File: src/pkg/breaker_failure_pkg.sv
// constants and decode helpers for the breaker-failure supervision block
//Contract
//- release below 97 percent of pick-up level
//- one phase level, any phase picks up
//- residual source 0 off, a, b, computed
//- criterion selector codes 0 to 10, default current
//- phase level 0.01 to 40.00 In
//- residual level 0.005 to 40.000 In
//- start only while blocking input inactive
//- signal pick-up in same evaluation, no delay
//- status code normal, start, retrip, failure, blocked
//- blocking input sampled at each cycle start
//- blocked pick-up asserts blocked, no timers
//- blocking during start drops start, releases timers
//- blocking raises notification and captured event
//- one pick-up starts both timers together
//- retrip enable gates retrip output, default yes
//- retrip after delay, 0 to 1800 s
//- failure output after delay, 0 to 1800 s
//- current only: timers follow current alone
//- current and output: both needed to run
//- current or output: either keeps timers running
//- evaluation on 5 ms measurement tick
//- start, retrip, failure active, blocked outputs
package breaker_failure_pkg;

  localparam int MAG_W = 16;
  localparam int PH_LEVEL_W = 12;
  localparam int RES_LEVEL_W = 16;
  localparam int DELAY_W = 19;
  localparam int ADDR_W = 8;

  // time base and delay limits
  localparam int TICK_MS = 5;
  localparam int DELAY_MAX_S = 1800;
  localparam logic [DELAY_W-1:0] DELAY_MAX_TICKS = DELAY_W'(DELAY_MAX_S * 1000 / TICK_MS);
  localparam logic [DELAY_W-1:0] RETRIP_DELAY_RST = DELAY_W'(100 / TICK_MS);
  localparam logic [DELAY_W-1:0] FAIL_DELAY_RST = DELAY_W'(200 / TICK_MS);

  // levels: phase in 0.01 In, residual and magnitudes in 0.001 In
  localparam logic [PH_LEVEL_W-1:0] PH_LEVEL_MIN = 12'h0001;
  localparam logic [PH_LEVEL_W-1:0] PH_LEVEL_MAX = 12'h0FA0;
  localparam logic [PH_LEVEL_W-1:0] PH_LEVEL_RST = 12'h0014;
  localparam logic [RES_LEVEL_W-1:0] RES_LEVEL_MIN = 16'h0005;
  localparam logic [RES_LEVEL_W-1:0] RES_LEVEL_MAX = 16'h9C40;
  localparam logic [RES_LEVEL_W-1:0] RES_LEVEL_RST = 16'h04B0;
  localparam int PH_TO_MILLI = 10;
  localparam int RELEASE_PCT = 97;

  // register byte offsets
  localparam logic [ADDR_W-1:0] OFS_CTRL = 8'h00;
  localparam logic [ADDR_W-1:0] OFS_PH_LEVEL = 8'h04;
  localparam logic [ADDR_W-1:0] OFS_RES_LEVEL = 8'h08;
  localparam logic [ADDR_W-1:0] OFS_RETRIP_DELAY = 8'h0C;
  localparam logic [ADDR_W-1:0] OFS_FAIL_DELAY = 8'h10;
  localparam logic [ADDR_W-1:0] OFS_STATUS = 8'h14;
  localparam logic [ADDR_W-1:0] OFS_BLOCK_EVT = 8'h18;
  localparam logic [ADDR_W-1:0] OFS_EVT_PHASE = 8'h1C;
  localparam logic [ADDR_W-1:0] OFS_EVT_RES = 8'h20;
  localparam logic [ADDR_W-1:0] OFS_ELAPSED = 8'h24;

  // control field positions and reset values
  localparam int CTRL_MODE_LSB = 0;
  localparam int CTRL_RESSEL_LSB = 4;
  localparam int CTRL_RETRIP_EN_BIT = 8;
  localparam int EVT_FLAG_BIT = 31;
  localparam logic [3:0] MODE_RST = 4'h0;
  localparam logic [1:0] RESSEL_RST = 2'h0;
  localparam logic RETRIP_EN_RST = 1'b1;

  // criterion selector codes
  localparam logic [3:0] MODE_CUR = 4'h0;
  localparam logic [3:0] MODE_DO = 4'h1;
  localparam logic [3:0] MODE_SIG = 4'h2;
  localparam logic [3:0] MODE_CUR_AND_DO = 4'h3;
  localparam logic [3:0] MODE_CUR_OR_DO = 4'h4;
  localparam logic [3:0] MODE_CUR_AND_SIG = 4'h5;
  localparam logic [3:0] MODE_CUR_OR_SIG = 4'h6;
  localparam logic [3:0] MODE_SIG_AND_DO = 4'h7;
  localparam logic [3:0] MODE_SIG_OR_DO = 4'h8;
  localparam logic [3:0] MODE_ANY = 4'h9;
  localparam logic [3:0] MODE_ALL = 4'hA;

  // residual source codes
  localparam logic [1:0] RES_OFF = 2'h0;
  localparam logic [1:0] RES_A = 2'h1;
  localparam logic [1:0] RES_B = 2'h2;
  localparam logic [1:0] RES_CALC = 2'h3;

  // status codes
  localparam logic [2:0] ST_NORMAL = 3'h0;
  localparam logic [2:0] ST_START = 3'h1;
  localparam logic [2:0] ST_RETRIP = 3'h2;
  localparam logic [2:0] ST_FAIL = 3'h3;
  localparam logic [2:0] ST_BLOCKED = 3'h4;

endpackage : breaker_failure_pkg

File: src/logic/breaker_failure_protection.sv
// breaker-failure supervision: pick-up, criterion, block check, timers, registers
module breaker_failure_protection
  import breaker_failure_pkg::*;
(
  input wire logic sys_clk,
  input wire logic sys_rst,
  input wire logic measTick,
  input wire logic [MAG_W-1:0] phaseMagA,
  input wire logic [MAG_W-1:0] phaseMagB,
  input wire logic [MAG_W-1:0] phaseMagC,
  input wire logic [MAG_W-1:0] residualInputA,
  input wire logic [MAG_W-1:0] residualInputB,
  input wire logic [MAG_W-1:0] computedResidual,
  input wire logic doMonitor,
  input wire logic signalMonitor,
  input wire logic blockIn,
  input wire logic [ADDR_W-1:0] regAddr,
  input wire logic [31:0] regWrData,
  input wire logic regWr,
  input wire logic regRd,
  output logic [31:0] regRdData,
  output logic startOut,
  output logic retripOut,
  output logic breakerFailureActive,
  output logic blockedOut,
  output logic [2:0] statusCode,
  output logic blockNotify,
  output logic blockEventPulse
);

  // pick-up with hysteresis; level given in 0.001 In
  function automatic logic pickEval(input logic was, input logic [MAG_W-1:0] mag,
                                    input logic [31:0] levelMilli);
    logic [31:0] magScaled;
    logic [31:0] relLevel;
    magScaled = 32'(mag) * 32'd100;
    relLevel = levelMilli * 32'(RELEASE_PCT);
    if (was) begin
      pickEval = !(magScaled < relLevel);
    end else begin
      pickEval = 32'(mag) > levelMilli;
    end
  endfunction : pickEval

  function automatic logic critSel(input logic [3:0] mode, input logic cur,
                                   input logic dOut, input logic sig);
    unique case (mode)
      MODE_DO: critSel = dOut;
      MODE_SIG: critSel = sig;
      MODE_CUR_AND_DO: critSel = cur & dOut;
      MODE_CUR_OR_DO: critSel = cur | dOut;
      MODE_CUR_AND_SIG: critSel = cur & sig;
      MODE_CUR_OR_SIG: critSel = cur | sig;
      MODE_SIG_AND_DO: critSel = sig & dOut;
      MODE_SIG_OR_DO: critSel = sig | dOut;
      MODE_ANY: critSel = cur | dOut | sig;
      MODE_ALL: critSel = cur & dOut & sig;
      default: critSel = cur;
    endcase
  endfunction : critSel

  function automatic logic [DELAY_W-1:0] clampDelay(input logic [31:0] v);
    clampDelay = (v > 32'(DELAY_MAX_TICKS)) ? DELAY_MAX_TICKS : v[DELAY_W-1:0];
  endfunction : clampDelay

  logic [3:0] mode_q;
  logic [1:0] resSel_q;
  logic retripEn_q;
  logic [PH_LEVEL_W-1:0] phLevel_q;
  logic [RES_LEVEL_W-1:0] resLevel_q;
  logic [DELAY_W-1:0] retripDelay_q;
  logic [DELAY_W-1:0] failDelay_q;
  logic [2:0] phPick_q;
  logic [2:0] phPick_d;
  logic resPick_q;
  logic resPick_d;
  logic cond_q;
  logic start_q;
  logic blocked_q;
  logic [DELAY_W-1:0] elapsed_q;
  logic [DELAY_W-1:0] elapsed_d;
  logic [MAG_W-1:0] startPhase_q;
  logic [MAG_W-1:0] startRes_q;
  logic [3:0] startType_q;
  logic [MAG_W-1:0] evtPhase_q;
  logic [MAG_W-1:0] evtRes_q;
  logic [3:0] evtType_q;
  logic evtFlag_q;
  logic [MAG_W-1:0] phMag [3];
  logic [MAG_W-1:0] resMag;
  logic [MAG_W-1:0] maxPhase;
  logic curPick;
  logic condNow;
  logic startNow;
  logic blockedNow;
  logic retripNow;
  logic failNow;
  logic blockRise;
  logic evtClear;

  assign phMag[0] = phaseMagA;
  assign phMag[1] = phaseMagB;
  assign phMag[2] = phaseMagC;

  always_comb begin
    unique case (resSel_q)
      RES_A: resMag = residualInputA;
      RES_B: resMag = residualInputB;
      RES_CALC: resMag = computedResidual;
      RES_OFF: resMag = '0;
    endcase
  end

  always_comb begin
    maxPhase = phMag[0];
    for (int i = 1; i < 3; i++) begin
      if (phMag[i] > maxPhase) begin
        maxPhase = phMag[i];
      end
    end
  end

  // comparators evaluated fresh each tick, so signal modes add no delay
  always_comb begin
    for (int i = 0; i < 3; i++) begin
      phPick_d[i] = pickEval(phPick_q[i], phMag[i],
                             32'(phLevel_q) * 32'(PH_TO_MILLI));
    end
    resPick_d = (resSel_q != RES_OFF) && pickEval(resPick_q, resMag, 32'(resLevel_q));
    curPick = (|phPick_d) | resPick_d;
    condNow = critSel(mode_q, curPick, doMonitor, signalMonitor);
    startNow = condNow & !blockIn;
    blockedNow = condNow & blockIn;
  end

  // one shared counter serves both delays; cleared whenever start drops
  always_comb begin
    if (!startNow) begin
      elapsed_d = '0;
    end else if (!start_q) begin
      elapsed_d = '0;
    end else if (elapsed_q == DELAY_MAX_TICKS) begin
      elapsed_d = elapsed_q;
    end else begin
      elapsed_d = elapsed_q + DELAY_W'(1);
    end
  end

  always_ff @(posedge sys_clk) begin
    if (sys_rst) begin
      phPick_q <= '0;
      resPick_q <= 1'b0;
      cond_q <= 1'b0;
      start_q <= 1'b0;
      blocked_q <= 1'b0;
      elapsed_q <= '0;
    end else if (measTick) begin
      phPick_q <= phPick_d;
      resPick_q <= resPick_d;
      cond_q <= condNow;
      start_q <= startNow;
      blocked_q <= blockedNow;
      elapsed_q <= elapsed_d;
    end
  end

  assign retripNow = start_q && retripEn_q && (elapsed_q >= retripDelay_q);
  assign failNow = start_q && (elapsed_q >= failDelay_q);

  always_ff @(posedge sys_clk) begin
    if (sys_rst) begin
      retripOut <= 1'b0;
      breakerFailureActive <= 1'b0;
      statusCode <= ST_NORMAL;
    end else begin
      retripOut <= retripNow;
      breakerFailureActive <= failNow;
      if (blocked_q) begin
        statusCode <= ST_BLOCKED;
      end else if (failNow) begin
        statusCode <= ST_FAIL;
      end else if (retripNow) begin
        statusCode <= ST_RETRIP;
      end else if (start_q) begin
        statusCode <= ST_START;
      end else begin
        statusCode <= ST_NORMAL;
      end
    end
  end

  assign startOut = start_q;
  assign blockedOut = blocked_q;

  // start-time values kept so a later block can report them
  always_ff @(posedge sys_clk) begin
    if (sys_rst) begin
      startPhase_q <= '0;
      startRes_q <= '0;
      startType_q <= '0;
    end else if (measTick && condNow && !cond_q) begin
      startPhase_q <= maxPhase;
      startRes_q <= resMag;
      startType_q <= {resPick_d, phPick_d};
    end
  end

  assign blockRise = measTick && blockedNow && !blocked_q;
  assign evtClear = regWr && (regAddr == OFS_BLOCK_EVT) && regWrData[EVT_FLAG_BIT];

  always_ff @(posedge sys_clk) begin
    if (sys_rst) begin
      evtPhase_q <= '0;
      evtRes_q <= '0;
      evtType_q <= '0;
      evtFlag_q <= 1'b0;
      blockEventPulse <= 1'b0;
    end else begin
      blockEventPulse <= blockRise;
      if (blockRise) begin
        // a block on the very pick-up tick reports the live values
        evtPhase_q <= cond_q ? startPhase_q : maxPhase;
        evtRes_q <= cond_q ? startRes_q : resMag;
        evtType_q <= cond_q ? startType_q : {resPick_d, phPick_d};
        evtFlag_q <= 1'b1;
      end else if (evtClear) begin
        evtFlag_q <= 1'b0;
      end
    end
  end

  assign blockNotify = evtFlag_q;

  // settings registers; out-of-range levels and delays are clamped
  always_ff @(posedge sys_clk) begin
    if (sys_rst) begin
      mode_q <= MODE_RST;
      resSel_q <= RESSEL_RST;
      retripEn_q <= RETRIP_EN_RST;
      phLevel_q <= PH_LEVEL_RST;
      resLevel_q <= RES_LEVEL_RST;
      retripDelay_q <= RETRIP_DELAY_RST;
      failDelay_q <= FAIL_DELAY_RST;
    end else if (regWr) begin
      unique case (regAddr)
        OFS_CTRL: begin
          mode_q <= regWrData[CTRL_MODE_LSB +: 4];
          resSel_q <= regWrData[CTRL_RESSEL_LSB +: 2];
          retripEn_q <= regWrData[CTRL_RETRIP_EN_BIT];
        end
        OFS_PH_LEVEL: begin
          if (regWrData < 32'(PH_LEVEL_MIN)) begin
            phLevel_q <= PH_LEVEL_MIN;
          end else if (regWrData > 32'(PH_LEVEL_MAX)) begin
            phLevel_q <= PH_LEVEL_MAX;
          end else begin
            phLevel_q <= regWrData[PH_LEVEL_W-1:0];
          end
        end
        OFS_RES_LEVEL: begin
          if (regWrData < 32'(RES_LEVEL_MIN)) begin
            resLevel_q <= RES_LEVEL_MIN;
          end else if (regWrData > 32'(RES_LEVEL_MAX)) begin
            resLevel_q <= RES_LEVEL_MAX;
          end else begin
            resLevel_q <= regWrData[RES_LEVEL_W-1:0];
          end
        end
        OFS_RETRIP_DELAY: retripDelay_q <= clampDelay(regWrData);
        OFS_FAIL_DELAY: failDelay_q <= clampDelay(regWrData);
        default: ;
      endcase
    end
  end

  always_ff @(posedge sys_clk) begin
    if (sys_rst) begin
      regRdData <= '0;
    end else if (regRd) begin
      unique case (regAddr)
        OFS_CTRL: regRdData <= {23'h00_0000, retripEn_q, 2'h0, resSel_q, mode_q};
        OFS_PH_LEVEL: regRdData <= {20'h0_0000, phLevel_q};
        OFS_RES_LEVEL: regRdData <= {16'h0000, resLevel_q};
        // retrip delay reads as zero while retrip is disabled
        OFS_RETRIP_DELAY: regRdData <= retripEn_q ? {13'h0000, retripDelay_q} : '0;
        OFS_FAIL_DELAY: regRdData <= {13'h0000, failDelay_q};
        OFS_STATUS: regRdData <= {20'h0_0000, resPick_q, phPick_q, blocked_q,
                                  breakerFailureActive, retripOut, start_q,
                                  1'b0, statusCode};
        OFS_BLOCK_EVT: regRdData <= {evtFlag_q, 27'h000_0000, evtType_q};
        OFS_EVT_PHASE: regRdData <= {16'h0000, evtPhase_q};
        OFS_EVT_RES: regRdData <= {16'h0000, evtRes_q};
        OFS_ELAPSED: regRdData <= {13'h0000, elapsed_q};
        default: regRdData <= '0;
      endcase
    end else begin
      regRdData <= '0;
    end
  end
endmodule : breaker_failure_protection

File: config.mk
export PLATFORM = sky130hd
export DESIGN_NAME = breaker_failure_protection
export DESIGN_NICKNAME = d
export VERILOG_FILES = /design/src/pkg/breaker_failure_pkg.sv /design/src/logic/breaker_failure_protection.sv
export SDC_FILE = /design/constraint.sdc
export NUM_CORES = 1
export LEC_CHECK = 0
export ABC_CLOCK_PERIOD_IN_PS = 7200
export BUFFER_PORTS_ARGS = -buffer_cell sky130_fd_sc_hd__buf_2
export CAP_MARGIN = 10
export CORE_ASPECT_RATIO = 0.75
export CORE_MARGIN = 2
export CORE_UTILIZATION = 57
export DETAILED_ROUTE_END_ITERATION = 8
export PLACE_DENSITY_LB_ADDON = 0.05
export SLEW_MARGIN = 10
export SYNTH_ARGS = -nofsm -noshare
export SYNTH_HDL_FRONTEND = slang
export SYNTH_SLANG_ARGS = --single-unit
File: constraint.sdc
create_clock -name sys_clk -period 7.2 [get_ports sys_clk]
set_clock_uncertainty 0.2 [all_clocks]
set_input_delay 0.72 -clock sys_clk [delete_from_list [all_inputs] [get_ports sys_clk]]
set_output_delay 0.72 -clock sys_clk [all_outputs]
set_load 0.05 [all_outputs]
-- After elaboration in Yosys (flattened, before gate mapping)
Index checks and enable logic that the tools add are counted.
- add/subtract/negate cells: 1
- multiply operators: 7
- divide/modulo/power cells: 0
- magnitude comparators: 17
- equality and inequality tests: 24
- shift operators: 0
- mux-type cells: 27
- bitwise operators: 12
- reduce and logical (&&, ||, !) cells: 30
- operators by type and width (operator ; number):
    32-bit case mux with 10 select lines ; 1
    16-bit greater-than comparator ; 6
    16-bit two-way mux ; 6
    19-bit two-way mux ; 5
    23-bit less-than comparator ; 4
    16-bit by 5-bit multiplier with 21-bit output, second input constant ; 4
    16-bit case mux with 4 select lines ; 1
    19-bit >= comparator ; 2
    8-bit by 5-bit equality test with 1-bit output, second input constant ; 4
    32-bit by 12-bit greater-than comparator with 1-bit output, second input constant ; 1
    32-bit by 16-bit greater-than comparator with 1-bit output, second input constant ; 1
    32-bit by 19-bit greater-than comparator with 1-bit output, second input constant ; 1
    32-bit by 1-bit less-than comparator with 1-bit output, second input constant ; 1
    32-bit by 3-bit less-than comparator with 1-bit output, second input constant ; 1
    12-bit two-way mux ; 2
    16-bit by 7-bit multiplier with 23-bit output, second input constant ; 1
    15-bit by 7-bit multiplier with 22-bit output, second input constant ; 1
    19-bit by 1-bit adder with 19-bit output, second input constant ; 1
    19-bit equality test, second input constant ; 1
    4-bit by 3-bit equality test with 1-bit output, second input constant ; 4
    8-bit by 4-bit equality test with 1-bit output, second input constant ; 2
    8-bit by 6-bit equality test with 1-bit output, second input constant ; 2
    12-bit by 3-bit multiplier with 15-bit output, second input constant ; 1
    4-bit equality test, second input constant ; 3
    22 further kinds ; 62
- register bits after elaboration: 210
- latch bits: 0
- memory bits (writable): 0
- memory bits (read-only): 0
- bits of input ports: 144
- logic and storage cells: 144
- memories: 0

-- Logic depth before layout (Yosys ltp)
- depth after elaboration: 15
- mapped depth: 37
- depth with buffers taken out: 35

-- Worst setup path before layout
OpenSTA, ideal clock, no wires.
- kind: register to register
- start: register phLevel_q[1]
- end: register evtPhase_q[12]
- data arrival time: 7.422 ns
- setup slack: -0.549 ns
- cell stages (with the launch flop): 35
- buffers on the path: 2
- clock period less this slack: 7.749 ns
- cells stage by stage: dfxtp_1 > ha_1 > ha_1 > fa_1 > a21o_1 > a21oi_2 > nor2b_1 > o21ai_0 > nand2b_1 > and2_1 > or2_2 > inv_1 > ha_1 > ha_1 > ha_1 > inv_1 > fa_1 > inv_1 > ha_1 > xor2_1 > ha_1 > nand3_1 > o211ai_1 > nor4_1 > a21oi_1 > maj3_2 > maj3_2 > a2111oi_4 > nor4_4 > nor4_4 > a311oi_2 > buf_4 > buf_6 > mux2i_1 > nor2_1
- cells in the longest elaborated chain, start to end: 13
- elaborated cells on any way between the ends: 26
- ends and longest elaborated chain (element ; RTL line ; text):
    start, declared ; breaker_failure_protection.sv:69 ; logic [PH_LEVEL_W-1:0] phLevel_q;
    start signal, assigned ; breaker_failure_protection.sv:257 ; phLevel_q <= regWrData[PH_LEVEL_W-1:0];
    12-bit by 3-bit multiplier with 15-bit output (*) ; breaker_failure_protection.sv:127 ; 32'(phLevel_q) * 32'(PH_TO_MILLI));
    15-bit by 7-bit multiplier with 22-bit output ; breaker_failure_protection.sv:37 ; relLevel = levelMilli * 32'(RELEASE_PCT);
    23-bit less-than comparator ; breaker_failure_protection.sv:39 ; pickEval = !(magScaled < relLevel);
    1-bit logical NOT ; breaker_failure_protection.sv:39 ;
    1-bit two-way mux ; breaker_failure_protection.sv:38 ; if (was) begin
    3-bit OR reduction (*) ; breaker_failure_protection.sv:130 ; curPick = (|phPick_d) | resPick_d;
    1-bit OR (*) ; breaker_failure_protection.sv:130 ;
    1-bit bitwise AND or 1-bit OR (tied branches) ; n/a ;
    1-bit bitwise AND or 1-bit OR (tied branches) ; breaker_failure_protection.sv:57, breaker_failure_protection.sv:56 ;
    1-bit case mux with 10 select lines (*) ; breaker_failure_protection.sv:47 ; unique case (mode)
    1-bit bitwise AND (*) ; breaker_failure_protection.sv:133 ; blockedNow = condNow & blockIn;
    1-bit logical AND (*) (2 in a row) ; breaker_failure_protection.sv:208 ; assign blockRise = measTick && blockedNow && !blocked_q;
    end signal, assigned ; breaker_failure_protection.sv:222 ; evtPhase_q <= cond_q ? startPhase_q : maxPhase;
    end, declared ; breaker_failure_protection.sv:85 ; logic [MAG_W-1:0] evtPhase_q;
Mark *: on every way between the ends. The rest lies on a longest branch, timed or not.
A chain may end at the register's enable or synchronous reset.

-- Worst setup path in the final report
- start: register phLevel_q[3]
- end: register evtPhase_q[8]
Same word-level chain as after synthesis.

==> flow_summary_export.csv <==
group,metric,value,unit
outcome,run_status,"finished with violations",
outcome,failing_checks,"negative setup slack",
yosys,netlist_instances,2947,
global_route,grt.total_usage,34.65,%
global_route,first_global_vias,22120,
route,drcViolationCount,0,
worst_setup_path,max_stage_delay,0.54,ns
route,route.final.wire_length,79.46,mm
timing,timing_worst_slew_pin_value,1.135,ns
pwr,vdd_ir_drop_max,179.5,µV
floorplanning,std_cell_rows,65,
yosys,ys_dominant_reg_cell,"dfxtp_1",
worst_setup_path,crit_slowest_cell,"fa_1",
route,ant_nets,0,
timing,finalWorstPathRequiredPeriod,7.639,ns
cts,h-tree-depth,4,
route,length_of_the_first_detailed_routing_pass_in_iterations,9,
final_layout,share_of_cells_above_drive_strength_1,18.30,%
place,port_buffers,172,
place,detailed_place_hpwl,63.72,mm
flow_run,max_cap_violations,0,
worst_setup_path,critPathRequiredTime,7.30,ns
final_layout,fin_nets,4031,
final_layout,finalInstanceArea,28910,µm²
route,num_vias,23420,
yosys,synth.lib_cells_used.distinct,96,
worst_setup_path,reg_to_reg_slack_setup,-0.44,ns
timing,unrepaired_setup_endpoints_after_global_routing,"yes",
place,placement.cell_area,27420,µm²
yosys,syn_avg_cell_area,8.329,µm²
min_path,worst_hold_stages,2,
global_route,gr-total-overflow,0,
timing,final-hold-violation-count,0,
floorplanning,die_x,243.6,µm
yosys,synth.ff_latch_count,198,
route,avgRoutedWirePerCell,20.61,µm
floorplanning,start_util,58.04,%
worst_setup_path,timing_worst_setup_path_type,"reg2reg",
timing,timing.final.ws_setup,-0.4391,ns
floorplanning,die_h,183.7,µm
cts,clock_sinks,198,
cts,worst_setup_hold_path_clk_slew,0.07,ns
min_path,worstHoldPathType,"reg2reg",
cts,clk_root_buffer_cell,"clkbuf_16",
timing,fin_crit_sh,106.1,%
cts,cts_max_path_buffers,2,
floorplanning,io_pins,185,
worst_setup_path,rr_worst_depth,36,
global_route,grt_antenna_before_repair,2,
yosys,number_of_enable_flip_flop_cells_after_synthesis,0,
final_layout,num-fill-cells,3558,
global_route,grt_start_max_net_pins,86,
yosys,synthArstFlopShare,0,%
final_layout,sequential_cell_area,3970,µm²
pwr,cellPowerDensity,139.9,nW/µm²
timing,maxClockFrequency,130.9,MHz
timing,max_slew_violation_count,0,
cts,tritoncts,"yes",
worst_setup_path,cp-start-kind,"register",
timing,whs,0.2543,ns
yosys,ys_seq_area_share,16.15,%
pwr,power.static_leakage,14.42,nW
place,finalWeightedCongestion,0.9948,
cts,cts-hold-fix-buffers,0,
worst_setup_path,arrival,7.74,ns
final_layout,multiInputGateArea,19220,µm²
final_layout,area_growth_syn_to_layout,17.77,%
global_route,grt_pass1_wl,121.9,mm
yosys,yosys_warnings,0,
floorplanning,die-area,44760,µm²
worst_setup_path,critPathMaxFanout,8,
route,vias_per_cell,6.074,
worst_setup_path,crit_path_end_kind,"register",
floorplanning,core_area,42290,µm²
timing,finalSetupViolations,96,
cts,cts_buffers,17,
cts,clock_latency,0.45,ns
timing,timing.slew.headroom,24.09,%
route,first_iter_violations,2299,
yosys,syn_area,24550,µm²
[critical path: cells and delay by family (launching register included)]
family	cells	cell delay [ns]
buffers and inverters	8	0.93
and+or+nand+nor	6	0.76
AOI/OAI and AO/OA	9	1.47
adders and majority gates	10	3.22
muxes	1	0.17
xor gates and xnor gates	2	0.34
DFF	1	0.34
[synth_stat cells, types with 8 or more instances]
cell type	number	area share [%]
o21ai_1	17	0.35
inv_1	408	6.2
nor3_1	46	0.94
fa_1	60	4.9
xor2_1	39	1.4
or2_2	11	0.28
nand4_1	41	1.0
nor2_1	215	3.3
a22o_1	18	0.64
o21ai_0	92	1.9
nand2b_1	36	0.92
nor2b_1	20	0.51
mux2i_1	83	3.4
and2_1	15	0.38
and3_1	22	0.56
xnor2_1	71	2.5
nand2_1	148	2.3
a222oi_1	24	0.98
ha_1	554	28
o21a_1	30	0.92
a22oi_1	17	0.52
a211oi_1	17	0.52
a221oi_1	33	1.2
nand3_1	71	1.4
clkbuf_1	76	1.2
a311oi_1	13	0.46
a31oi_1	20	0.51
a21o_1	63	1.9
a21boi_0	8	0.24
o21bai_1	10	0.31
mux2_2	23	1.1
a21oi_1	227	4.6
dfxtp_1	198	16
o211ai_1	32	0.98
nor4_1	17	0.43
buf_4	15	0.46
a211o_1	9	0.32
a211oi_2	14	0.71
[routing by layer]
metal | vias to the layer above | track usage [%] | part of all wire, %
met2 | 1013 | 50.28 | 40
met3 | 118 | 7.546 | 10
li1 | 11130 | - | -
met1 | 11160 | 52.09 | 47
met4 | 2 | 7.098 | 1.8
met5 | - | 0 | 0.014
[cells by family after synthesis]
group,after synthesis,share of synthesized area (%)
compound gates,702,19.55
xor+xnor,116,4.445
fa+ha+maj,623,33.52
buf+inv,516,8.283
flops,198,16.15
mux,106,4.440
other cells,1,0.01528
simple gates,685,13.60
[cell type report]
class                           count  area share (%)
Antenna cell                        1        0.008657
Tap cell                          569           2.463
Multi-Input combinational cell   2244           66.47
Inverter                          412           5.367
Sequential cell                   198           13.73
Clock buffer                       23           1.688
Clock inverter                      8          0.3376
Timing Repair Buffer              400           9.929
[state kept, by name, indices dropped and copies added (netlist names), 12 cells and up]
signal and flops:
failDelay_q 19, startPhase_q 16, startRes_q 16, evtRes_q 16
retripDelay_q 19, elapsed_q 19, regRdData 20, phLevel_q 12
resLevel_q 16, evtPhase_q 16
[timing repair]
item | 4_1_cts | 5_1_grt
cloned | 3 | 2
pin swaps | 34 | 12
gates resized for setup | 94 | 31
hold endpoints to repair | 0 | 0
endpoints found under the setup margin | 97 | 98
buffers inserted | 21 | 5
[layout by cell type, fill, tap and decap left out, types with 14 or more instances in the layout]
| cell | instances |
|---|---|
| and3_1 | 22 |
| a21o_1 | 63 |
| fa_1 | 59 |
| a211oi_1 | 14 |
| nand2b_1 | 36 |
| ha_4 | 18 |
| a221oi_1 | 33 |
| a211oi_2 | 17 |
| a22oi_1 | 17 |
| a22o_1 | 18 |
| nor3_1 | 46 |
| buf_2 | 171 |
| nor2_1 | 199 |
| buf_4 | 201 |
| a21oi_2 | 14 |
| nor4_1 | 15 |
| dfxtp_1 | 193 |
| nand4_1 | 41 |
| a21oi_1 | 214 |
| nand3_1 | 69 |
| o21a_1 | 30 |
| o21ai_0 | 85 |
| and2_1 | 14 |
| mux2i_1 | 81 |
| xnor2_1 | 68 |
| mux2_2 | 23 |
| ha_1 | 534 |
| a222oi_1 | 24 |
| nor2b_1 | 20 |
| a31oi_1 | 19 |
| xor2_1 | 35 |
| o211ai_1 | 32 |
| nand2_1 | 146 |
| o21ai_1 | 23 |
| inv_1 | 401 |
| clkbuf_16 | 19 |
[power by group]
group	total, W	leakage (nW)	internal (W)	switching, W
clock network	0.000977	0.281	0.000545	0.000432
registers	0.00117	1.60	0.00113	0.0000364
logic	0.00190	12.5	0.000820	0.00108
[stage by stage]
| stage | util, % | total power [W] | TNS (ns) | setup slack (ns) | cells |
|---|---|---|---|---|---|
| floorplan | - | 0.002456 | 0 | 0.01078 | 2958 |
| global placement | 64.83 | 0.002856 | -34.43 | -0.5019 | 3796 |
| detailed placement | 64.83 | 0.002921 | -50.54 | -0.6674 | 3796 |
| CTS | 67.95 | 0.003983 | -19.88 | -0.2906 | 3849 |
| global route | 68.36 | 0.004291 | -58.36 | -0.7192 | 3855 |
| finish | 68.36 | 0.004045 | -28.63 | -0.4391 | 3855 |
[path summary, 6_finish.rpt]
path	start	end
setup / recovery	phLevel_q[3]	evtPhase_q[8]
hold / removal	blockNotify	regRdData[31]
setup reg to reg	phLevel_q[3]	evtPhase_q[8]
hold reg to reg	blockNotify	regRdData[31]
Power figures use the tool's default switching activity.
